**src/common/spisc_pkg.sv**
```systemverilog
// Purpose: Shared constants of the serial port status and configuration block
// Assumes: 32-bit Avalon-MM register bus, byte addresses, 100 MHz clock
// Notes:   Offsets are byte addresses; every register takes one aligned word
package spisc_pkg;
  // ==========================================================
  // Register offsets
  localparam logic [4:0] OFF_STATUS   = 5'h00;
  localparam logic [4:0] OFF_CTRL_ONE = 5'h04;
  localparam logic [4:0] OFF_DATA     = 5'h08;
  localparam logic [4:0] OFF_IRQ_STAT = 5'h0C;
  localparam logic [4:0] OFF_IRQ_MASK = 5'h10;
  localparam logic [4:0] OFF_BUF_MODE = 5'h14;
  // ==========================================================
  // Status and control field positions
  localparam int ST_EN    = 15;
  localparam int ST_SIDL  = 13;
  localparam int ST_BEC   = 8;
  localparam int ST_SHIFT_REG_EMPTY_FLAG = 7;
  localparam int ST_ROV   = 6;
  localparam int ST_RXMPT = 5;
  localparam int ST_FIFO_IRQ_SELECT = 2;
  localparam int ST_TBF   = 1;
  localparam int ST_RBF   = 0;
  // ==========================================================
  // Control one field positions
  localparam int C1_CLOCK_PIN_DISABLE = 12;
  localparam int C1_DATAOUT_PIN_DISABLE = 11;
  localparam int C1_WIDTH  = 10;
  localparam int C1_SMP    = 9;
  localparam int C1_EDGE   = 8;
  localparam int C1_SELECT_PIN_ENABLE   = 7;
  localparam int C1_CPOL   = 6;
  localparam int C1_MASTER = 5;
  // ==========================================================
  // Interrupt status bits and buffer mode bit
  localparam int IRQ_FIFO = 0;
  localparam int IRQ_OVF  = 1;
  localparam int IRQ_DONE = 2;
  localparam int BM_ENH   = 0;
  // ==========================================================
  // Reset values
  localparam logic [15:0] RST_CFG  = 16'h0000;
  localparam logic [2:0]  RST_IRQ  = 3'h0;
  localparam logic [15:0] RST_WORD = 16'h0000;
  // ==========================================================
  // Buffer sizes
  localparam logic [3:0] FIFO_DEPTH = 4'h8;
  localparam logic [3:0] STD_DEPTH  = 4'h1;
  localparam logic [3:0] RX_3Q      = 4'h6;
  localparam logic [4:0] BITS_WORD  = 5'h10;
  localparam logic [4:0] BITS_BYTE  = 5'h08;
  // ==========================================================
  // Master shift clock timing
  localparam int CLK_PERIOD_NS = 10;
  localparam int SCK_HALF_NS   = 40;
  localparam int HALF_CYC_INT  = (SCK_HALF_NS + CLK_PERIOD_NS - 1) / CLK_PERIOD_NS;
  localparam logic [7:0] HALF_CYC = 8'(HALF_CYC_INT);
endpackage

```
**src/verilog/spisc_core.sv**
```systemverilog
// Purpose: Serial port with status flags, buffers, configuration and bus slave
// Assumes: Link pins asynchronous to clk; Avalon-MM master keeps requests stable
// Notes:   Standard mode uses one buffer slot, enhanced mode eight slots
// Behaviour
// - Master select bit chooses master or slave
// - Single buffer: write sets, shift load clears
// - FIFO: last slot fills sets, free slot clears
// - Single buffer: receive sets, CPU read clears
// - FIFO: last unread slot sets, free clears
// - Receive buffer full: drop new, set overflow
// - Interrupt select codes pick FIFO event
// - Clock pin disable releases master clock pin
// - Data-out disable releases serial output pin
// - Width bit picks 16 or 8 bits
// - Sample phase: end or middle in master
// - Edge bit picks data change transition
// - Polarity bit sets idle clock level
`timescale 1ns/100ps
module spisc_core (
  // Clock and reset
  input  wire logic        clk,
  input  wire logic        sys_rst,
  // Avalon-MM slave
  input  wire logic [4:0]  avs_address,
  input  wire logic        avs_read,
  input  wire logic        avs_write,
  input  wire logic [31:0] avs_writedata,
  input  wire logic [3:0]  avs_byteenable,
  output logic [31:0]      avs_readdata,
  output logic             avs_waitrequest,
  // Interrupt
  output logic             irq,
  // Serial pins
  input  wire logic        sck_i,
  output logic             sck_o,
  output logic             sck_oe,
  input  wire logic        sdi_i,
  output logic             sdo_o,
  output logic             sdo_oe,
  input  wire logic        ss_n_i
);
  // ==========================================================
  // Declarations
  logic        en_ff, sidl_ff, rov_ff, clock_pin_disable_ff, dataout_pin_disable_ff, width_ff;
  logic        smp_ff, edge_ff, select_pin_enable_ff, cpol_ff, master_ff, enh_ff;
  logic [2:0]  fifo_irq_select_ff;
  logic [2:0]  irq_stat_ff, irq_mask_ff;
  logic        irq_ff, waitrequest_ff;
  logic [31:0] readdata_ff;
  logic [15:0] tx_mem [0:7];
  logic [15:0] rx_mem [0:7];
  logic [2:0]  tx_wp_ff, tx_rp_ff, rx_wp_ff, rx_rp_ff;
  logic [3:0]  tx_cnt_ff, rx_cnt_ff;
  logic        busy_ff;
  logic [7:0]  div_ff;
  logic [5:0]  half_ff;
  logic [4:0]  bit_ff;
  logic [15:0] tx_sr_ff, rx_sr_ff;
  logic        sck_o_ff, sck_oe_ff, sdo_ff, sdo_oe_ff;
  logic [2:0]  pin_meta_ff, pin_sync_ff;
  logic        sck_prev_ff;
  logic        acc, wr_data, rd_data, push_tx, pop_rx, tx_full, rx_full;
  logic [3:0]  cap;
  logic [4:0]  nbits;
  logic [5:0]  two_n;
  logic        tick, m_lead, m_trail, m_end, s_sel, s_lead, s_trail;
  logic        lead, trail, samp, shift, load, done, ovf_ev, fifo_cond;
  logic        sck_s, sdi_s, ss_n_s;
  logic [15:0] wmask, cur, merged, rx_word;
  logic [2:0]  nxt_irq_stat;
  logic [31:0] nxt_readdata;

  // ==========================================================
  // Pin synchronisers
  assign sck_s  = pin_sync_ff[0];
  assign sdi_s  = pin_sync_ff[1];
  assign ss_n_s = pin_sync_ff[2];

  // Two flip-flops per link input
  always_ff @(posedge clk or posedge sys_rst)
  begin
    if (sys_rst)
    begin
      pin_meta_ff <= 3'h7;
      pin_sync_ff <= 3'h7;
      sck_prev_ff <= 1'b1;
    end
    else
    begin
      pin_meta_ff <= {ss_n_i, sdi_i, sck_i};
      pin_sync_ff <= pin_meta_ff;
      sck_prev_ff <= pin_sync_ff[0];
    end
  end

  // ==========================================================
  // Bus decode and buffer levels
  assign acc     = (avs_read | avs_write) & ~waitrequest_ff;
  assign wr_data = avs_write & acc & (avs_address == spisc_pkg::OFF_DATA);
  assign rd_data = avs_read & acc & (avs_address == spisc_pkg::OFF_DATA);
  assign cap     = enh_ff ? spisc_pkg::FIFO_DEPTH : spisc_pkg::STD_DEPTH;
  assign tx_full = (tx_cnt_ff >= cap);
  assign rx_full = (rx_cnt_ff >= cap);
  assign push_tx = wr_data & en_ff & ~tx_full;
  assign pop_rx  = rd_data & (rx_cnt_ff != 4'h0);
  assign wmask   = {{8{avs_byteenable[1]}}, {8{avs_byteenable[0]}}};
  assign nbits   = width_ff ? spisc_pkg::BITS_WORD : spisc_pkg::BITS_BYTE;
  assign two_n   = {nbits, 1'b0};

  // ==========================================================
  // Shift events for master and slave
  assign tick    = master_ff & busy_ff & (div_ff == spisc_pkg::HALF_CYC - 8'h01);
  assign m_lead  = tick & (half_ff < two_n) & ~half_ff[0];
  assign m_trail = tick & (half_ff < two_n) & half_ff[0];
  assign m_end   = tick & (half_ff == two_n);
  assign s_sel   = ~select_pin_enable_ff | ~ss_n_s;
  assign s_lead  = ~master_ff & en_ff & s_sel & (sck_s != sck_prev_ff) & (sck_s != cpol_ff);
  assign s_trail = ~master_ff & en_ff & s_sel & (sck_s != sck_prev_ff) & (sck_s == cpol_ff);
  assign lead    = m_lead | s_lead;
  assign trail   = m_trail | s_trail;
  assign load    = en_ff & ~busy_ff & (tx_cnt_ff != 4'h0) & (master_ff | bit_ff == 5'h00);

  // Sample point and data change point
  always_comb
  begin
    if (master_ff & smp_ff)
      samp = edge_ff ? m_trail : ((m_lead & (half_ff != 6'h00)) | m_end);
    else
      samp = edge_ff ? lead : trail;
    if (edge_ff)
      shift = trail;
    else
      shift = lead & (master_ff ? (half_ff != 6'h00) : (bit_ff != 5'h00));
  end

  assign done    = master_ff ? m_end : (samp & (bit_ff == nbits - 5'h01));
  assign rx_word = width_ff ? (samp ? {rx_sr_ff[14:0], sdi_s} : rx_sr_ff)
                            : {8'h00, (samp ? {rx_sr_ff[6:0], sdi_s} : rx_sr_ff[7:0])};
  assign ovf_ev  = done & rx_full & ~pop_rx;

  // ==========================================================
  // Master divider and shift engine
  always_ff @(posedge clk or posedge sys_rst)
  begin
    if (sys_rst)
    begin
      busy_ff  <= 1'b0;
      div_ff   <= 8'h00;
      half_ff  <= 6'h00;
      bit_ff   <= 5'h00;
      tx_sr_ff <= spisc_pkg::RST_WORD;
      rx_sr_ff <= spisc_pkg::RST_WORD;
    end
    else if (~en_ff)
    begin
      busy_ff <= 1'b0;
      div_ff  <= 8'h00;
      half_ff <= 6'h00;
      bit_ff  <= 5'h00;
    end
    else
    begin
      if (load)
      begin
        busy_ff  <= 1'b1;
        tx_sr_ff <= tx_mem[tx_rp_ff];
        div_ff   <= 8'h00;
        half_ff  <= 6'h00;
      end
      else
      begin
        if (shift)
          tx_sr_ff <= {tx_sr_ff[14:0], 1'b0};
        if (done)
          busy_ff <= 1'b0;
        if (master_ff & busy_ff)
          div_ff <= tick ? 8'h00 : div_ff + 8'h01;
        if (tick)
          half_ff <= half_ff + 6'h01;
      end
      if (samp)
        rx_sr_ff <= {rx_sr_ff[14:0], sdi_s};
      if (done | (~master_ff & ~s_sel))
        bit_ff <= 5'h00;
      else if (samp)
        bit_ff <= bit_ff + 5'h01;
    end
  end

  // ==========================================================
  // Transmit buffer
  always_ff @(posedge clk or posedge sys_rst)
  begin
    if (sys_rst)
    begin
      tx_wp_ff  <= 3'h0;
      tx_rp_ff  <= 3'h0;
      tx_cnt_ff <= 4'h0;
    end
    else if (~en_ff)
    begin
      tx_wp_ff  <= 3'h0;
      tx_rp_ff  <= 3'h0;
      tx_cnt_ff <= 4'h0;
    end
    else
    begin
      if (push_tx)
        tx_wp_ff <= enh_ff ? tx_wp_ff + 3'h1 : 3'h0;
      if (load)
        tx_rp_ff <= enh_ff ? tx_rp_ff + 3'h1 : 3'h0;
      tx_cnt_ff <= tx_cnt_ff + {3'h0, push_tx} - {3'h0, load};
    end
  end

  // Transmit storage
  always_ff @(posedge clk)
  begin
    if (push_tx)
      tx_mem[tx_wp_ff] <= avs_writedata[15:0];
  end

  // ==========================================================
  // Receive buffer
  always_ff @(posedge clk or posedge sys_rst)
  begin
    if (sys_rst)
    begin
      rx_wp_ff  <= 3'h0;
      rx_rp_ff  <= 3'h0;
      rx_cnt_ff <= 4'h0;
    end
    else if (~en_ff)
    begin
      rx_wp_ff  <= 3'h0;
      rx_rp_ff  <= 3'h0;
      rx_cnt_ff <= 4'h0;
    end
    else
    begin
      if (done & ~ovf_ev)
        rx_wp_ff <= enh_ff ? rx_wp_ff + 3'h1 : 3'h0;
      if (pop_rx)
        rx_rp_ff <= enh_ff ? rx_rp_ff + 3'h1 : 3'h0;
      rx_cnt_ff <= rx_cnt_ff + {3'h0, done & ~ovf_ev} - {3'h0, pop_rx};
    end
  end

  // Receive storage, new word dropped on overflow
  always_ff @(posedge clk)
  begin
    if (done & ~ovf_ev)
      rx_mem[rx_wp_ff] <= rx_word;
  end

  // ==========================================================
  // Configuration registers
  assign cur    = (avs_address == spisc_pkg::OFF_STATUS) ?
                  {en_ff, 1'b0, sidl_ff, 7'h00, fifo_irq_select_ff, 3'h0} :
                  {3'h0, clock_pin_disable_ff, dataout_pin_disable_ff, width_ff, smp_ff, edge_ff,
                   select_pin_enable_ff, cpol_ff, master_ff, 5'h00};
  assign merged = (avs_writedata[15:0] & wmask) | (cur & ~wmask);

  always_ff @(posedge clk or posedge sys_rst)
  begin
    if (sys_rst)
    begin
      en_ff     <= spisc_pkg::RST_CFG[spisc_pkg::ST_EN];
      sidl_ff   <= spisc_pkg::RST_CFG[spisc_pkg::ST_SIDL];
      fifo_irq_select_ff  <= spisc_pkg::RST_CFG[spisc_pkg::ST_FIFO_IRQ_SELECT +: 3];
      clock_pin_disable_ff <= spisc_pkg::RST_CFG[spisc_pkg::C1_CLOCK_PIN_DISABLE];
      dataout_pin_disable_ff <= spisc_pkg::RST_CFG[spisc_pkg::C1_DATAOUT_PIN_DISABLE];
      width_ff  <= spisc_pkg::RST_CFG[spisc_pkg::C1_WIDTH];
      smp_ff    <= spisc_pkg::RST_CFG[spisc_pkg::C1_SMP];
      edge_ff   <= spisc_pkg::RST_CFG[spisc_pkg::C1_EDGE];
      select_pin_enable_ff   <= spisc_pkg::RST_CFG[spisc_pkg::C1_SELECT_PIN_ENABLE];
      cpol_ff   <= spisc_pkg::RST_CFG[spisc_pkg::C1_CPOL];
      master_ff <= spisc_pkg::RST_CFG[spisc_pkg::C1_MASTER];
      enh_ff    <= spisc_pkg::RST_CFG[spisc_pkg::BM_ENH];
    end
    else if (avs_write & acc)
    begin
      if (avs_address == spisc_pkg::OFF_STATUS)
      begin
        en_ff    <= merged[spisc_pkg::ST_EN];
        sidl_ff  <= merged[spisc_pkg::ST_SIDL];
        fifo_irq_select_ff <= merged[spisc_pkg::ST_FIFO_IRQ_SELECT +: 3];
      end
      if (avs_address == spisc_pkg::OFF_CTRL_ONE)
      begin
        clock_pin_disable_ff <= merged[spisc_pkg::C1_CLOCK_PIN_DISABLE];
        dataout_pin_disable_ff <= merged[spisc_pkg::C1_DATAOUT_PIN_DISABLE];
        width_ff  <= merged[spisc_pkg::C1_WIDTH];
        smp_ff    <= merged[spisc_pkg::C1_SMP];
        edge_ff   <= merged[spisc_pkg::C1_EDGE];
        select_pin_enable_ff   <= merged[spisc_pkg::C1_SELECT_PIN_ENABLE];
        cpol_ff   <= merged[spisc_pkg::C1_CPOL];
        master_ff <= merged[spisc_pkg::C1_MASTER];
      end
      if ((avs_address == spisc_pkg::OFF_BUF_MODE) & avs_byteenable[0])
        enh_ff <= avs_writedata[spisc_pkg::BM_ENH];
    end
  end

  // Overflow flag, set wins over a software clear
  always_ff @(posedge clk or posedge sys_rst)
  begin
    if (sys_rst)
      rov_ff <= 1'b0;
    else if (ovf_ev)
      rov_ff <= 1'b1;
    else if (avs_write & acc & (avs_address == spisc_pkg::OFF_STATUS) & avs_byteenable[0]
             & ~avs_writedata[spisc_pkg::ST_ROV])
      rov_ff <= 1'b0;
  end

  // ==========================================================
  // Interrupt condition select
  always_comb
  begin
    fifo_cond = done;
    if (enh_ff)
    begin
      unique case (fifo_irq_select_ff)
        3'h7: fifo_cond = tx_full;
        3'h6: fifo_cond = load & (tx_cnt_ff == 4'h1);
        3'h5: fifo_cond = done & (tx_cnt_ff == 4'h0);
        3'h4: fifo_cond = load;
        3'h3: fifo_cond = rx_full;
        3'h2: fifo_cond = (rx_cnt_ff >= spisc_pkg::RX_3Q);
        3'h1: fifo_cond = (rx_cnt_ff != 4'h0);
        3'h0: fifo_cond = pop_rx & (rx_cnt_ff == 4'h1);
      endcase
    end
  end

  // Sticky status, write one clears, set wins
  always_comb
  begin
    nxt_irq_stat = irq_stat_ff;
    if (avs_write & acc & (avs_address == spisc_pkg::OFF_IRQ_STAT) & avs_byteenable[0])
      nxt_irq_stat = irq_stat_ff & ~avs_writedata[2:0];
    nxt_irq_stat[spisc_pkg::IRQ_FIFO] = nxt_irq_stat[spisc_pkg::IRQ_FIFO] | (en_ff & fifo_cond);
    nxt_irq_stat[spisc_pkg::IRQ_OVF]  = nxt_irq_stat[spisc_pkg::IRQ_OVF] | ovf_ev;
    nxt_irq_stat[spisc_pkg::IRQ_DONE] = nxt_irq_stat[spisc_pkg::IRQ_DONE] | done;
  end

  // Interrupt status, mask and output
  always_ff @(posedge clk or posedge sys_rst)
  begin
    if (sys_rst)
    begin
      irq_stat_ff <= spisc_pkg::RST_IRQ;
      irq_mask_ff <= spisc_pkg::RST_IRQ;
      irq_ff      <= 1'b0;
    end
    else
    begin
      irq_stat_ff <= nxt_irq_stat;
      if (avs_write & acc & (avs_address == spisc_pkg::OFF_IRQ_MASK) & avs_byteenable[0])
        irq_mask_ff <= avs_writedata[2:0];
      irq_ff <= |(nxt_irq_stat & irq_mask_ff);
    end
  end

  // ==========================================================
  // Read data mux, prepared while waitrequest is high
  always_comb
  begin
    nxt_readdata = 32'h0000_0000;
    unique case (avs_address)
      spisc_pkg::OFF_STATUS:
        nxt_readdata[15:0] = {en_ff, 1'b0, sidl_ff, 2'h0,
                              (master_ff ? tx_cnt_ff[2:0] : rx_cnt_ff[2:0]),
                              ~busy_ff, rov_ff, (rx_cnt_ff == 4'h0), fifo_irq_select_ff,
                              tx_full, rx_full};
      spisc_pkg::OFF_CTRL_ONE:
        nxt_readdata[15:0] = cur;
      spisc_pkg::OFF_DATA:
        nxt_readdata[15:0] = rx_mem[rx_rp_ff];
      spisc_pkg::OFF_IRQ_STAT:
        nxt_readdata[2:0] = irq_stat_ff;
      spisc_pkg::OFF_IRQ_MASK:
        nxt_readdata[2:0] = irq_mask_ff;
      spisc_pkg::OFF_BUF_MODE:
        nxt_readdata[0] = enh_ff;
      default:
        nxt_readdata = 32'h0000_0000;
    endcase
  end

  // Bus handshake, one wait cycle per access
  always_ff @(posedge clk or posedge sys_rst)
  begin
    if (sys_rst)
    begin
      waitrequest_ff <= 1'b1;
      readdata_ff    <= 32'h0000_0000;
    end
    else
    begin
      waitrequest_ff <= ~((avs_read | avs_write) & waitrequest_ff);
      if (avs_read & waitrequest_ff)
        readdata_ff <= (avs_address == spisc_pkg::OFF_DATA & rx_cnt_ff == 4'h0) ?
                       32'h0000_0000 : nxt_readdata;
    end
  end

  // ==========================================================
  // Pin drivers
  always_ff @(posedge clk or posedge sys_rst)
  begin
    if (sys_rst)
    begin
      sck_o_ff  <= 1'b0;
      sck_oe_ff <= 1'b0;
      sdo_ff    <= 1'b0;
      sdo_oe_ff <= 1'b0;
    end
    else
    begin
      if (~busy_ff | ~master_ff | load)
        sck_o_ff <= cpol_ff;
      else if (m_lead | m_trail)
        sck_o_ff <= ~sck_o_ff;
      sck_oe_ff <= en_ff & master_ff & ~clock_pin_disable_ff;
      sdo_ff    <= width_ff ? tx_sr_ff[15] : tx_sr_ff[7];
      sdo_oe_ff <= en_ff & ~dataout_pin_disable_ff & (master_ff | s_sel);
    end
  end

  assign avs_readdata    = readdata_ff;
  assign avs_waitrequest = waitrequest_ff;
  assign irq             = irq_ff;
  assign sck_o           = sck_o_ff;
  assign sck_oe          = sck_oe_ff;
  assign sdo_o           = sdo_ff;
  assign sdo_oe          = sdo_oe_ff;
endmodule

```
**config.mk**
```make
export PLATFORM = sky130hd
export DESIGN_NAME = spisc_core
export DESIGN_NICKNAME = d
export VERILOG_FILES = /design/src/common/spisc_pkg.sv /design/src/verilog/spisc_core.sv
export SDC_FILE = /design/constraint.sdc
export NUM_CORES = 1
export LEC_CHECK = 0
export BUFFER_PORTS_ARGS = -buffer_cell sky130_fd_sc_hd__buf_2
export CORE_MARGIN = 5
export CORE_UTILIZATION = 66
export DETAILED_ROUTE_END_ITERATION = 8
export PLACE_DENSITY = 0.85
export SETUP_SLACK_MARGIN = 0.2
export SLEW_MARGIN = 5
export SYNTH_ARGS = -nofsm -noshare
export SYNTH_HDL_FRONTEND = slang
export SYNTH_SLANG_ARGS = --single-unit
```
**constraint.sdc**
```tcl
create_clock -name clk -period 11 [get_ports clk]
set_input_delay 0.55 -clock clk [delete_from_list [all_inputs] [get_ports clk]]
set_output_delay 0.55 -clock clk [all_outputs]
set_load 0.005 [all_outputs]
```
# Word-level counts from Yosys, hierarchy flattened
# Memories as Yosys holds them, arrays and structs flattened.
# Cells that the tools add are included.
[word_totals] inputBits=48 mem_bits_rw=256 wordCells=243 mem_count=2 regBits=138 output_inout_bits=38
[mem_list] memory="rx_mem" words=8 width=16 rd=1 rd_clocked_by_memory_dff=0 write_ports=1 line_no="spisc_core.sv:51" rtl="logic [15:0] rx_mem [0:7];"
[mem_list] memory="tx_mem" words=8 width=16 rd=1 rd_clocked_by_memory_dff=0 write_ports=1 line_no="spisc_core.sv:50" rtl="logic [15:0] tx_mem [0:7];"
[classes] reduce_logical=17 addsub=12 bitwise_logic=85 n_mux=58 eq_ne=28 magnitude_cmp=4
[ops] operator="16-bit 2-to-1 mux" n=6
[ops] operator="1-bit AND" n=49
[ops] operator="3-bit 2-to-1 mux" n=14
[ops] operator="8-bit 2-to-1 mux" n=5
[ops] operator="13-bit one-hot mux with 3 select lines" n=1
[ops] operator="16-bit AND" n=2
[ops] operator="5-bit 2-to-1 mux" n=4
[ops] operator="1-bit 2-to-1 mux" n=19
[ops] operator="6-bit 2-to-1 mux" n=3
[ops] operator="16-bit NOT" n=1
[ops] operator="16-bit bitwise OR" n=1
[ops] operator="1-bit NOT" n=15
[ops] operator="1-bit bitwise OR" n=14
[ops] operator="3-bit by 1-bit adder with 3-bit output (second input constant)" n=4
[ops] operator="3-bit equality test (second input constant)" n=4
[ops] operator="4-bit 2-to-1 mux" n=3
[ops] operator="3-bit by 1-bit != test with 1-bit output (second input constant)" n=4
[ops] operator="5-bit by 4-bit equality test with 1-bit output (second input constant)" n=2
[ops] operator="5-bit equality test (second input constant)" n=2
[ops] operator="5-bit logical NOT" n=2
[ops] operator="2-bit one-hot mux with 5 select lines" n=1
[ops] operator="4-bit by 1-bit adder with 4-bit output" n=2
[ops] operator="8-bit by 1-bit adder with 8-bit output (second input constant)" n=1
[ops] operator="4-bit by 1-bit equality test with 1-bit output (second input constant)" n=2
[ops] operator="other kinds (28)" n=43

# Logic depth before layout (Yosys ltp)
# Gate-level depths: netlist (run 1).
[logic_depth] ltp_word=17 depth_mapped=14 ltp_nobuf=14

# Worst setup path after synthesis (run 1)
# No wires, ideal clock.
[synth_path] kind="register -> register" from="register width_ff" to="memory rx_mem[0][0], enable pin" stages_incl_launch_ff=10 slack_ns=6.774 setup_ns=0.430 t_arrival_ns=3.796 required_time_ns=10.570 path_cell_list="dfrtp_1 > clkinv_1 > ha_1 > nor2b_1 > or4_1 > o211ai_1 > a21oi_4 > o21ai_4 > nand2_1 > nor4_1"
[synth_between] elab_chain_cells=16 elab_cells_between_ends=24 classes_between="add/sub: 1; order compare: 1; eq/ne: 2; mux: 7; bitwise: 13"
[synth_lines] element="start: declaration" line_no="spisc_core.sv:44" rtl="logic en_ff, sidl_ff, rov_ff, clock_pin_disable_ff, dataout_pin_disable_ff, width_ff;"
[synth_lines] element="start signal: assignment" line_no="spisc_core.sv:273" rtl="width_ff <= spisc_pkg::RST_CFG[spisc_pkg::C1_WIDTH];"
[synth_lines] element="start signal: assignment" line_no="spisc_core.sv:293" rtl="width_ff <= merged[spisc_pkg::C1_WIDTH];"
[synth_lines] element="5-bit 2-to-1 mux *" line_no="spisc_core.sv:107" rtl="assign nbits = width_ff ? spisc_pkg::BITS_WORD : spisc_pkg::BITS_BYTE;"
[synth_lines] element="6-bit < comparator" line_no="spisc_core.sv:113, spisc_core.sv:114"
[synth_lines] element="1-bit AND" line_no="spisc_core.sv:113, spisc_core.sv:114"
[synth_lines] element="1-bit AND" line_no="spisc_core.sv:113" rtl="assign m_lead = tick & (half_ff < two_n) & ~half_ff[0];"
[synth_lines] element="1-bit AND" line_no="spisc_core.sv:127" rtl="samp = edge_ff ? m_trail : ((m_lead & (half_ff != 6'h00)) | m_end);"
[synth_lines] element="1-bit bitwise OR" line_no="spisc_core.sv:127"
[synth_lines] element="1-bit 2-to-1 mux" line_no="spisc_core.sv:127"
[synth_lines] element="1-bit 2-to-1 mux" line_no="spisc_core.sv:126" rtl="if (master_ff & smp_ff)"
[synth_lines] element="1-bit AND" line_no="spisc_core.sv:136" rtl="assign done = master_ff ? m_end : (samp & (bit_ff == nbits - 5'h01));"
[synth_lines] element="1-bit 2-to-1 mux *" line_no="spisc_core.sv:136"
[synth_lines] element="1-bit AND (2 in a row)" line_no="spisc_core.sv:139" rtl="assign ovf_ev = done & rx_full & ~pop_rx;"
[synth_lines] element="1-bit NOT" line_no="spisc_core.sv:252" rtl="if (done & ~ovf_ev)"
[synth_lines] element="1-bit AND *" line_no="spisc_core.sv:252"
[synth_lines] element="1-bit 2-to-1 mux *" line_no="spisc_core.sv:252"
[synth_lines] element="1-bit 2-to-1 mux (implied by the code) *" line_no="spisc_core.sv:253" rtl="rx_mem[rx_wp_ff] <= rx_word;"
[synth_lines] element="end: declaration" line_no="spisc_core.sv:51"
# Mark *: on every way between the ends. The rest lies on a longest branch, timed or not.

# Worst setup path in the final report (run 1)
[layout_path] from="register enh_ff" to="register tx_cnt_ff[2]"
[layout_between] elab_chain_cells=7
[layout_lines] element="start: declaration" line_no="spisc_core.sv:45" rtl="logic smp_ff, edge_ff, select_pin_enable_ff, cpol_ff, master_ff, enh_ff;"
[layout_lines] element="start signal: assignment" line_no="spisc_core.sv:279" rtl="enh_ff <= spisc_pkg::RST_CFG[spisc_pkg::BM_ENH];"
[layout_lines] element="start signal: assignment" line_no="spisc_core.sv:301" rtl="enh_ff <= avs_writedata[spisc_pkg::BM_ENH];"
[layout_lines] element="4-bit 2-to-1 mux" line_no="spisc_core.sv:101" rtl="assign cap = enh_ff ? spisc_pkg::FIFO_DEPTH : spisc_pkg::STD_DEPTH;"
[layout_lines] element="4-bit greater-or-equal comparator" line_no="spisc_core.sv:102" rtl="assign tx_full = (tx_cnt_ff >= cap);"
[layout_lines] element="1-bit NOT" line_no="spisc_core.sv:104" rtl="assign push_tx = wr_data & en_ff & ~tx_full;"
[layout_lines] element="1-bit AND" line_no="spisc_core.sv:104"
[layout_lines] element="4-bit by 1-bit adder with 4-bit output" line_no="spisc_core.sv:212" rtl="tx_cnt_ff <= tx_cnt_ff + {3'h0, push_tx} - {3'h0, load};"
[layout_lines] element="4-bit by 1-bit subtractor with 4-bit output" line_no="spisc_core.sv:212"
[layout_lines] element="4-bit 2-to-1 mux" line_no="spisc_core.sv:200" rtl="else if (~en_ff)"
[layout_lines] element="end signal: assignment" line_no="spisc_core.sv:212"
[layout_lines] element="end: declaration" line_no="spisc_core.sv:53" rtl="logic [3:0] tx_cnt_ff, rx_cnt_ff;"
# No other way between the ends.
# A chain may end at the register's enable or synchronous reset.

==> results.md, run 1 <==
* Number of global-route vias before repair at roughly 9600
* Drt pass-1 iters at 5
* Die Outline Area at between 20000 and 30000 µm²
* Post-layout instance area at approximately 18000 µm²
* CP dominant cell by count: ha_1
* Critical path's largest stage delay at about 660 ps
* Flip-flop cell with the highest count after synthesis: edfxtp_1
* Die span in y at 167 µm
* Core Rows at 57
* Distinct cell type count after synthesis at 74
* Global-route wire length before repair at roughly 55000 µm
* Starting utilization of the core area at 0.669
* Count of unresolved DRC violations after routing at 0
* Count of cells resized by post-cts repair at 0
* Cts hold-fix bufs at 0
* TritonCTS sink count at between 300 and 400
* Diodes inserted at 0
* Weighted congestion at the end of routability-driven global placement at about 0.9
* Proportion of layout cells with a drive suffix above 1 at 0.229
* Unrepaired setup endpoints after global routing: no
* Leading cell types in the layout, fill and taps excluded: 256 x edfxtp_1, 111 x dfrtp_1, 78 x nand2_1
* Lkg Pwr at between 6 and 7 nW
* Transition at the pin with the smallest max-transition slack at roughly 1200 ps
* Count of state elements after synthesis at 378
* Routed WL per cell at between 20 and 25 µm
* Largest net degree at the start of global routing at 67
* Req. time, crit path at approximately 11000 ps
* Mean area per synthesized cell at approximately 15 µm²
* Die Width at between 150 and 200 µm
* Gate Count Post-Synth at between 1000 and 1500
* Setup TNS at 0 ps
* Number of CTS-inserted buffers at 38
* IR Drop Worst-Case VDD at around 0.00016 V
* Total power at roughly 0.0029 W
* Worst hold path class: input pin to flip-flop
* TritonCTS clock tree: built
* Worst Setup Start Kind: flip-flop
* Post-Syn Area at 16200 µm²
* Warnings, synthesis at 0
* Final-layout fill cell count at around 1400
* Clock Tree Root: clkbuf_16
* Skew-Pair Late Insertion Delay at 520 ps
* Number of antenna violations at the first check in global routing at 0
* Level count of the clock H-tree at 2
* Maximum buffer depth of the clock tree at 3
* Area growth from synthesis to layout at 11.4%
* Final clock period utilization by the worst path at 0.404
* Final max-slew violation count at 0
* Initial DRC count at about 960
* Count of flip-flops with a built-in enable after synthesis at between 200 and 300
* Part of the Yosys area used for sequential elements at 0.662
* Aggregate routed wire length at roughly 35000 µm
* Area inside the core boundary at roughly 24000 µm²
* Total routing usage reported by global routing at 0.254
* Mean number of vias per cell at around 6.3
* Overflow after GRT at 0
* Total via count in the routed design at roughly 9200
* Largest fanout on the critical path at 14
* Maximum Capacitance Violations at 0
* Post-synth ARST share at 0.323
* Clock Skew at ~21 ps
* Critical path's slowest cell: dfrtp_1
* Arrival @ worst endpoint at approximately 4800 ps
* Detail Placement HPWL at around 22000 µm
* Worst setup path class: flip-flop to flip-flop
* Series of cell instances along the critical path: inv_1 > ha_1 > or4b_2 > a21oi_1 > nand4_1 > ha_1 > inv_1 > ha_1 > fa_1 > xor2_1 > and2_1
* Clock input transition at the sequential cells of the worst setup and hold paths at 60 ps
* Final setup violation count at 0
* Final-report hold violation count at 0
* Layout net count at around 1200
* Time the worst path needs with I/O delays and setup at roughly 4400 ps
* Number of placed I/O pins at 86
* CP Capture Type: flip-flop
* Setup repair bufs after CTS at 0
* Port Buffers at just over 50
* Result of the run: completed
* Hold Slack at approximately 130 ps
* Most common cell after layout, fill and taps aside: edfxtp_1
* Number of nets with antenna violations after detailed routing at 0
* PwrDens at approximately 160 nW/µm²
* Post-detailed-placement cell area at between 15000 and 20000 µm²
* Worst slew slack as a fraction of its limit at 0.222
* Max Clock Freq at between 200 and 250 MHz
-- cell families (layout without fill, tap and decap cells) --
kind of cell / count (synthesis) / count (layout) / synth area share
flops: 378 / 378 / 0.662
other cells: 1 / 16 / 0.000231
mux: 150 / 150 / 0.145
buf+inv: 91 / 170 / 0.0261
simple gates: 249 / 249 / 0.0772
xor+xnor: 23 / 23 / 0.0124
compound gates: 134 / 134 / 0.0551
fa+ha+maj: 27 / 27 / 0.0217
-- power by group --
group / total, W / internal, W / leakage, nW / switching (W)
registers: 0.00155 / 0.00153 / 4.05 / 0.0000178
clock network: 0.00126 / 0.000744 / 0.583 / 0.000517
logic: 0.0000932 / 0.0000304 / 1.93 / 0.0000628
total: 0.00290 / 0.00230 / 6.55 / 0.000598
-- state kept, by name, summed over array words and instances (netlist names), 3 cells and up --
name                count
tx_cnt_ff               4
bit_ff                  5
avs_readdata           16
pin_sync_ff             3
tx_rp_ff                3
rx_rp_ff                3
half_ff                 6
tx_mem                128
div_ff                  8
tx_wp_ff                3
rx_cnt_ff               4
fifo_irq_select_ff      3
rx_sr_ff               16
pin_meta_ff             3
rx_wp_ff                3
rx_mem                128
irq_mask_ff             3
tx_sr_ff               16
irq_stat_ff             3
-- cells in the mapped netlist (3+ instances only) --
cell type  number  area share
or3_1           3      0.0012
nand3_1        20      0.0062
mux2_2         37       0.026
buf_1           7      0.0016
a31oi_1         3      0.0012
xnor2_1         9      0.0049
inv_1          26      0.0060
o31ai_1         5      0.0023
dfstp_2         8       0.013
a21boi_0        4      0.0019
edfxtp_1      256        0.47
nor3_1         15      0.0046
buf_4          17      0.0079
nand2b_1        6      0.0023
nor4b_1         3      0.0016
nand2_1        78       0.018
nand4_1         7      0.0027
nor4_1          5      0.0019
nor2b_1         8      0.0031
a21oi_1        32      0.0099
a22o_1         13      0.0070
o21ai_0        48       0.015
nor2_1         67       0.015
dfrtp_1       114        0.18
ha_1           25       0.019
and2_1         10      0.0039
o221ai_1        4      0.0022
buf_2           3     0.00092
xor2_1         14      0.0076
nor3b_1         3      0.0014
mux2i_1        48       0.030
mux4_2         64       0.089
clkbuf_1       35      0.0081
-- final timing paths --
check / from / to / slack [ps] / cells after the start
worst max register to register: enh_ff / tx_cnt_ff[2] / 6560 / 11
max in group asynchronous: sys_rst / tx_rp_ff[0] / 9430 / 3
min in group asynchronous: sys_rst / rx_sr_ff[8] / 210 / 2
worst min-delay path: ss_n_i / pin_meta_ff[2] / 130 / 1
worst max-delay path: enh_ff / tx_cnt_ff[2] / 6560 / 11
worst min register to register: pin_meta_ff[1] / pin_sync_ff[1] / 350 / 0
-- worst max-delay path, delay by kind of cell, from the launching register on --
family	cells	cell delay [ps]
AO/OA/AOI/OAI	1	320
XOR/XNOR	1	170
adder cells (fa/ha/maj)	4	1490
buffers and inverters	2	370
flip-flops	1	660
AND/OR/NAND/NOR	3	1310
-- metrics by stage --
step	util	setup WS, ps	cells
2_1_floorplan	-	6770	1068
3_3_place_gp	0.695	6760	1401
3_5_place_dp	0.695	6630	1401
4_1_cts	0.746	6590	1471
5_1_grt	0.746	6230	1471
6_report	0.746	6560	1471
-- metal layers --
metal / global-route usage / vias to the layer above / share of wire
met3: 0.0363 / 58 / 0.061
met5: 0 / - / 0
met2: 0.458 / 365 / 0.54
met1: 0.329 / 4712 / 0.38
li1: - / 4089 / -
met4: 0.0672 / 0 / 0.021
-- area by class of cell --
class,count,area [µm²],area share
Clock inverter,14,123,0.00678
Timing Repair Buffer,73,420,0.0232
Sequential cell,378,10800,0.595
Inverter,27,104,0.00574
Clock buffer,56,1100,0.0609
Tap cell,324,405,0.0224
Multi-Input combinational cell,599,5180,0.286
(Power assumes the default switching activity.)
==> inputs of run 2 (changes only) <==
- ABC_AREA: unset -> 1
- CORE_UTILIZATION: 66 -> 61
- PLACE_DENSITY: 0.85 -> 0.8
- clock period: 11 -> 4.6 ns (I/O delays scaled with it)
==> run 2 against run 1 <==
Against the previous run:
- worst setup slack worse by 5500 ps
- clock power is 140% higher
- via count is 25% higher
- register-to-register slack worse by 5500 ps
- critical path type unchanged
- largest cell class unchanged
- highest routed layer unchanged
==> results.md, run 2 <==
* Number of antenna violations at the first check in global routing at 0 (unchanged)
* Number of placed I/O pins at 86 (unchanged)
* Detail Placement HPWL at 23700 µm (was 21500 µm)
* WL met3 at 2530 µm (was 2110 µm)
* Die span in y at 174 µm (was 167 µm)
* Number of nets with antenna violations after detailed routing at 0 (unchanged)
* Lkg Pwr at 7.09 nW (was 6.55 nW)
* Starting utilization of the core area at 0.613 (was 0.669)
* Post-Syn Area at 16300 µm² (was 16200 µm²)
* Transition at the pin with the smallest max-transition slack at 1190 ps (was 1170 ps)
* Combinational share of power at 0.193 (was 0.032)
* Aggregate routed wire length at 39000 µm (was 34900 µm)
* Port Buffers at 51 (unchanged)
* TritonCTS sink count at 378 (unchanged)
* Worst Setup Start Kind: flip-flop (unchanged)
* Layout net count at 1612 (was 1192)
* Level count of the clock H-tree at 2 (unchanged)
* Startpoint of the most critical hold path: avs_writedata[14] (was ss_n_i)
* Met2 WL at 19800 µm (was 18900 µm)
* Req. time, crit path at 4980 ps (was 11400 ps)
* Clock input transition at the sequential cells of the worst setup and hold paths at 60 ps (about the same)
* Number of global-route vias before repair at 11604 (was 9613)
* Simple-Gate Fraction of Synth Area at 0.118 (was 0.0772)
* Leading cell types by total area after synthesis: edfxtp_1 47%, dfrtp_1 17%, o21ai_0 7.1% (was edfxtp_1 47%, dfrtp_1 18%, mux4_2 8.9%)
* Maximum buffer depth of the clock tree at 3 (unchanged)
* Internal power summed over all cells at 0.00632 W (was 0.00230 W)
* Number of CTS-inserted buffers at 38 (unchanged)
* Core Rows at 60 (was 57)
* Share of Yosys cell area claimed by the top area cell type at 0.470 (was 0.474)
* Overflow after GRT at 0 (unchanged)
* Post-synth top cells: 256 x edfxtp_1, 231 x o21ai_0, 201 x nor2_1 (was 256 x edfxtp_1, 114 x dfrtp_1, 78 x nand2_1)
* Cts hold-fix bufs at 8 (was 0)
* Switching part of the total power at 0.297 (was 0.206)
* Setup repair bufs after CTS at 0 (unchanged)
* Mean number of vias per cell at 6.05 (was 6.27)
* Count of unresolved DRC violations after routing at 0 (unchanged)
* Net Switching at 0.00267 W (was 0.000598 W)
* Total power at 0.00899 W (was 0.00290 W)
* Final-report hold violation count at 0 (unchanged)
* Post-synthesis adder-cell area fraction at 0.0216 (was 0.0217)
* Largest registers: rx_mem x128, tx_mem x128 (unchanged)
* Area growth from synthesis to layout at 11.9% (was 11.4%)
* Die Outline Area at 30200 µm² (was 27800 µm²)
* Reg-to-Reg End: rx_cnt_ff[2] (was tx_cnt_ff[2])
* PwrDens at 492 nW/µm² (was 160 nW/µm²)
* Proportion of layout cells with a drive suffix above 1 at 0.125 (was 0.229)
* Post-synth ARST share at 0.323 (unchanged)
* Diodes inserted at 0 (unchanged)
* TritonCTS clock tree: built (unchanged)
* Clock Skew at 10.4 ps (was 21.0 ps)
* Final core occ at 0.686 (was 0.746)
* Clock Tree Root: clkbuf_16 (unchanged)
* Flip-flop cell with the highest count after synthesis: edfxtp_1 (unchanged)
* Final-layout fill cell count at 1859 (was 1424)
* Number of cells traversed by the worst hold path at 1 (unchanged)
* Worst hold path class: input pin to flip-flop (unchanged)
* Met1 Routed Length at 15100 µm (was 13200 µm)
* Dominant cell by count in the synthesized netlist: edfxtp_1 (unchanged)
* Count of cells resized by post-cts repair at 0 (unchanged)
* R2R Setup Slk at 1040 ps (was 6560 ps)
* Share of power burned in the clock network at 0.339 (was 0.434)
* Die Width at 174 µm (was 167 µm)
* Distinct cell type count after synthesis at 57 (was 74)
* Global-route wire length before repair at 61800 µm (was 54800 µm)
* Final non-filler cell total at 1906 (was 1471)
* Routed WL per cell at 20.5 µm (was 23.7 µm)
* Initial DRC count at 1101 (was 955)
* Total routing usage reported by global routing at 0.256 (was 0.254)
* FF-to-FF path depth at 16 (was 11)
* IR Drop Worst-Case VDD at 0.000335 V (was 0.000162 V)
* Area fraction in compound gates after synthesis at 0.142 (was 0.0551)
* Worst setup path class: flip-flop to flip-flop (unchanged)
* Post-synthesis share of cell area spent on xor and xnor gates at 0.00536 (was 0.0124)
* Max Clock Freq at 281 MHz (was 225 MHz)
* Leading cell types in the layout, fill and taps excluded: 256 x edfxtp_1, 231 x o21ai_0, 201 x nor2_1 (was 256 x edfxtp_1, 111 x dfrtp_1, 78 x nand2_1)
* Multiplexer share of the synthesized area at 0.00199 (was 0.145)
* Area inside the core boundary at 26700 µm² (was 24200 µm²)
* Largest net degree at the start of global routing at 66 (was 67)
* Setup TNS at 0 ps (unchanged)
* Unrepaired setup endpoints after global routing: no (unchanged)
* Warnings, synthesis at 0 (unchanged)
* Final setup violation count at 0 (unchanged)
* Result of the run: completed (unchanged)
* Final max-slew violation count at 0 (unchanged)
* Final clock period utilization by the worst path at 0.774 (was 0.404)
* Most common cell after layout, fill and taps aside: edfxtp_1 (unchanged)
* Arrival @ worst endpoint at 3940 ps (was 4840 ps)
* Gate Count Post-Synth at 1479 (was 1053)
* Count of state elements after synthesis at 378 (unchanged)
* CP Capture Type: flip-flop (unchanged)
* Total instance count after detailed placement at 1830 (was 1401)
* Main combinational cell family by area after synthesis: compound AO/OA/AOI/OAI gates (was multiplexers)
* Total via count in the routed design at 11529 (was 9224)
* Top routing layer used: met4 (unchanged)
* Drt pass-1 iters at 5 (unchanged)
* Maximum Capacitance Violations at 0 (unchanged)
* Reg2reg start: width_ff (was enh_ff)
* Sequential share of power at 0.468 (was 0.533)
* Part of the Yosys area used for sequential elements at 0.658 (was 0.662)
* Largest fanout on the critical path at 13 (was 14)
* Mean area per synthesized cell at 11.1 µm² (was 15.4 µm²)
* Worst slew slack as a fraction of its limit at 0.205 (was 0.222)
* Time the worst path needs with I/O delays and setup at 3560 ps (was 4440 ps)
* Count of flip-flops with a built-in enable after synthesis at 256 (unchanged)
* Destination of the worst hold path: tx_mem[2][14] (was pin_meta_ff[2])
* Weighted congestion at the end of routability-driven global placement at 0.931 (was 0.887)
* Skew-Pair Late Insertion Delay at 520 ps (about the same)
* Cell type with the largest total area after synthesis: edfxtp_1 (unchanged)
-- run 2: kinds of logic (layout without fill, tap and decap cells) --
group | Yosys count | in the layout
compound gates | 401 | 401
flops | 378 | 378
buf+inv | 207 | 278
other cells | 1 | 16
xor+xnor | 10 | 10
simple gates | 452 | 452
mux | 3 | 3
fa+ha+maj | 27 | 27
-- run 2: final cells by class --
| type | count | area, µm² | area share |
|---|---|---|---|
| flip-flops and latches | 378 | 10800 | 0.588 |
| multi-input cells | 909 | 4860 | 0.266 |
| clock buffers | 47 | 1040 | 0.0566 |
| repair buffers | 89 | 561 | 0.0306 |
| inverters | 121 | 458 | 0.0250 |
| well taps | 341 | 427 | 0.0233 |
| clock inverters | 21 | 196 | 0.0107 |
-- run 2: worst max path at each step --
stage	start	end	cells past startpoint
2_1_floorplan	width_ff	rx_mem[4][0]	13
3_3_place_gp	width_ff	rx_cnt_ff[2]	16
5_1_grt	width_ff	rx_cnt_ff[2]	16
6_report	width_ff	rx_cnt_ff[2]	16
3_5_place_dp	width_ff	rx_cnt_ff[2]	16
4_1_cts	width_ff	rx_cnt_ff[2]	16
-- run 2: power by group through the flow --
stage	Clock [W]	Sequential [W]	Combinational (W)
final	0.00305	0.00421	0.00173
after global routing	0.00323	0.00424	0.00196
after CTS	0.00308	0.00421	0.00172
after detailed placement	0	0.00427	0.00170
after global placement	0	0.00426	0.00161
after floorplan	0	0.00422	0.00127
-- run 2: critical path: stages (launching register included) --
cell and delay [ps]:
dfrtp_1 420, inv_1 380, ha_1 330, a21oi_1 350
nand4_1 190, nand3_1 100, nand2_1 70, nand2_2 80
nand3_2 80, nand2_2 230, inv_1 120, nand2_1 140
o21ai_0 110, ha_1 230, fa_1 380, xnor2_1 160
nor2_1 50
-- run 2: metal layers --
layer	GRT usage	vias to the layer above
met4	0.110	0
met5	0	-
li1	-	5324
met3	0.0408	116
met2	0.446	453
met1	0.322	5636
-- run 2: per-stage QoR --
step / hold WS, ps / cell area [µm²] / setup slack, ps
global placement: 281 / 17000 / 1200
CTS: 4.12 / 18300 / 1080
floorplan: 234 / 16400 / 963
global route: 12.4 / 18300 / 792
detailed placement: 287 / 17000 / 1090
finish: 16.7 / 18300 / 1040
==> inputs of run 3 (changes only) <==
- ABC_AREA: 1 -> 0
- clock period: 4.6 -> 3.37 ns (I/O delays scaled with it)
==> run 3 against run 2 <==
Against the previous run:
- cell area is 3.2% higher
- largest power group unchanged
- combinational power is 78% lower
- clock power is 35% higher
- via count is 18% lower
- fmax is 14% higher
- sequential cell count stayed put
- critical path depth is 3 lower
- utilization is 3.6 points higher
- worst setup slack worse by 780 ps
- highest routed layer unchanged
- register-to-register slack worse by 780 ps
==> results.md, run 3 (synthesis gave the netlist of run 1 again) <==
* Result of the run: completed (unchanged)
* Number of placed I/O pins at 86 (unchanged)
* Initial DRC count at 636 (was 1101)
* Port Buffers at 51 (unchanged)
* Die Width at 173 µm (was 174 µm)
* Largest net degree at the start of global routing at 69 (was 66)
* Lkg Pwr at 6.94 nW (was 7.09 nW)
* Final setup violation count at 0 (unchanged)
* TritonCTS sink count at 378 (unchanged)
* Number of antenna violations at the first check in global routing at 0 (unchanged)
* Largest fanout on the critical path at 4 (was 13)
* Number of nets with antenna violations after detailed routing at 0 (unchanged)
* Kind of cell with the highest combined delay on the critical path: simple AND/OR/NAND/NOR gates (was adder cells)
* PwrDens at 505 nW/µm² (was 492 nW/µm²)
* Sequential share of power at 0.529 (was 0.468)
* Transition at the pin with the smallest max-transition slack at 919 ps (was 1190 ps)
* Area growth from synthesis to layout at 16.2% (was 11.9%)
* R2R Setup Slk at 260 ps (was 1040 ps)
* Area inside the core boundary at 26100 µm² (was 26700 µm²)
* Overflow after GRT at 0 (unchanged)
* Die Outline Area at 30000 µm² (was 30200 µm²)
* Core Rows at 59 (was 60)
* Unrepaired setup endpoints after global routing: yes (was no)
* Number of CTS-inserted buffers at 39 (was 38)
* Critical path's slowest cell: or4_1 (was dfrtp_1)
* Req. time, crit path at 3780 ps (was 4980 ps)
* IR Drop Worst-Case VDD at 0.000532 V (was 0.000335 V)
* Post-detailed-placement cell area at 17300 µm² (was 17000 µm²)
* Switching part of the total power at 0.207 (was 0.297)
* Global-route wire length before repair at 54300 µm (was 61800 µm)
* Critical path's largest stage delay at 410 ps (was 420 ps)
* Worst Setup Start Kind: flip-flop (unchanged)
* Max Clock Freq at 321 MHz (was 281 MHz)
* Reg-to-Reg End: rx_cnt_ff[2] (unchanged)
* Starting utilization of the core area at 0.621 (was 0.613)
* Final max-slew violation count at 0 (unchanged)
* Detail Placement HPWL at 22200 µm (was 23700 µm)
* Level count of the clock H-tree at 2 (unchanged)
* Share of power burned in the clock network at 0.431 (was 0.339)
* Number of global-route vias before repair at 9941 (was 11604)
* Maximum Capacitance Violations at 0 (unchanged)
* Post-layout instance area at 18900 µm² (was 18300 µm²)
* Leading cell types in the layout, fill and taps excluded: 256 x edfxtp_1, 112 x dfrtp_1, 76 x nand2_1 (was 256 x edfxtp_1, 231 x o21ai_0, 201 x nor2_1)
* Count of unresolved DRC violations after routing at 0 (unchanged)
* Number of buffer and inverter stages on the critical path at 1 (was 2)
* Final-report hold violation count at 0 (unchanged)
* Internal power summed over all cells at 0.00756 W (was 0.00632 W)
* Worst hold path class: input pin to flip-flop (unchanged)
* Arrival @ worst endpoint at 3530 ps (was 3940 ps)
* Series of cell instances along the critical path: clkinv_2 > ha_4 > nor2b_1 > or4_1 > o211ai_1 > a21oi_4 > o21a_2 > nand2_2 > nand2_1 > ha_1 > fa_1 > xor2_1 > and2_1 (was inv_1 > ha_1 > a21oi_1 > nand4_1 > nand3_1 > nand2_1 > nand2_2 > nand3_2 > nand2_2 > inv_1 > nand2_1 > o21ai_0 > ha_1 > fa_1 > xnor2_1 > nor2_1)
* Proportion of layout cells with a drive suffix above 1 at 0.266 (was 0.125)
* Total routing usage reported by global routing at 0.231 (was 0.256)
* Routed WL per cell at 22.2 µm (was 20.5 µm)
* Aggregate routed wire length at 34400 µm (was 39000 µm)
* Clock Skew at 12.5 ps (was 10.4 ps)
* Weighted congestion at the end of routability-driven global placement at 0.878 (was 0.931)
* Die span in y at 173 µm (was 174 µm)
* TritonCTS clock tree: built (unchanged)
* CP Capture Type: flip-flop (unchanged)
* FF-to-FF path depth at 13 (was 16)
* Diodes inserted at 0 (unchanged)
* Final clock period utilization by the worst path at 0.923 (was 0.774)
* Setup crit end: rx_cnt_ff[2] (unchanged)
* Count of cell instances traversed by the critical path at 13 (was 16)
* Combinational share of power at 0.040 (was 0.193)
* Clock input transition at the sequential cells of the worst setup and hold paths at 60 ps (about the same)
* Largest registers: rx_mem x128, tx_mem x128 (unchanged)
* Total via count in the routed design at 9405 (was 11529)
* Worst slew slack as a fraction of its limit at 0.387 (was 0.205)
* Layout net count at 1257 (was 1612)
* Mean number of vias per cell at 6.08 (was 6.05)
* Setup slack after layout at 259 ps (was 1040 ps)
* Worst setup path class: flip-flop to flip-flop (unchanged)
* Maximum buffer depth of the clock tree at 3 (unchanged)
* Time the worst path needs with I/O delays and setup at 3110 ps (was 3560 ps)
* Worst setup slack after placement at 172 ps (was 1090 ps)
* Reg2reg start: width_ff (unchanged)
* Net Switching at 0.00198 W (was 0.00267 W)
* Start point of the critical path: width_ff (unchanged)
* Clock Tree Root: clkbuf_16 (unchanged)
* Final-layout fill cell count at 1634 (was 1859)
* Most common cell after layout, fill and taps aside: edfxtp_1 (unchanged)
* Drt pass-1 iters at 5 (unchanged)
* Skew-Pair Late Insertion Delay at 530 ps (was 520 ps)
run 3: stage by stage:
step | total power, W | setup TNS, ps | util | hold slack [ps] | cells
2_1_floorplan | 0.00534 | -5690 | - | 173 | 1068
3_3_place_gp | 0.00546 | 0 | 0.662 | 275 | 1446
3_5_place_dp | 0.00547 | 0 | 0.662 | 277 | 1446
4_1_cts | 0.00958 | 0 | 0.718 | 38.5 | 1540
5_1_grt | 0.00988 | 0 | 0.722 | 53.8 | 1547
6_report | 0.00954 | 0 | 0.722 | 54.6 | 1547
run 3: timing repair:
item                       4_1_cts  5_1_grt
hold endpoints to repair       163        0
gates resized for setup          1        5
buffers inserted                 0        7
hold buffers                    23        0
pin swaps                        2        5
setup endpoints to repair        7       95
run 3: per-layer routing:
metal	vias to the layer above	wire [µm]	GRT usage
met3	86	1900	0.0404
met5	-	0	0
met2	270	18100	0.408
met4	0	1110	0.0881
li1	4229	-	-
met1	4820	13300	0.288
run 3: area by class of cell:
type | count | area (µm²) | area share
clock buffers | 55 | 1090 | 0.0577
clock inverters | 16 | 133 | 0.00703
inverters | 27 | 106 | 0.00564
multi-input cells | 599 | 5300 | 0.281
flip-flops and latches | 378 | 10800 | 0.570
well taps | 335 | 419 | 0.0222
repair buffers | 137 | 1070 | 0.0568
run 3: worst min-delay path by stage:
stage                                end  slack (ps)              start  cells past startpoint
after floorplan           pin_meta_ff[0]         170              sck_i                      0
after detailed placement  pin_meta_ff[2]         280             ss_n_i                      1
after global placement    pin_meta_ff[2]         280             ss_n_i                      1
final                              en_ff          50  avs_byteenable[1]                      3
after CTS                          en_ff          40  avs_byteenable[1]                      3
after global routing               en_ff          50  avs_byteenable[1]                      3
run 3: worst reg2reg max path, cell delays in order (launching register included):
cell and delay (ps):
dfrtp_1 380, clkinv_2 90, ha_4 240, nor2b_1 140, or4_1 410, o211ai_1 270, a21oi_4 120, o21a_2 280
nand2_2 100, nand2_1 60, ha_1 210, fa_1 380, xor2_1 160, and2_1 150
run 3: power groups by stage:
stage	Sequential (W)	Combinational [W]	Clock [W]
final	0.00504	0.000385	0.00411
after global routing	0.00504	0.000419	0.00441
after CTS	0.00504	0.000362	0.00418
after detailed placement	0.00513	0.000338	0
after global placement	0.00513	0.000327	0
after floorplan	0.00511	0.000226	0
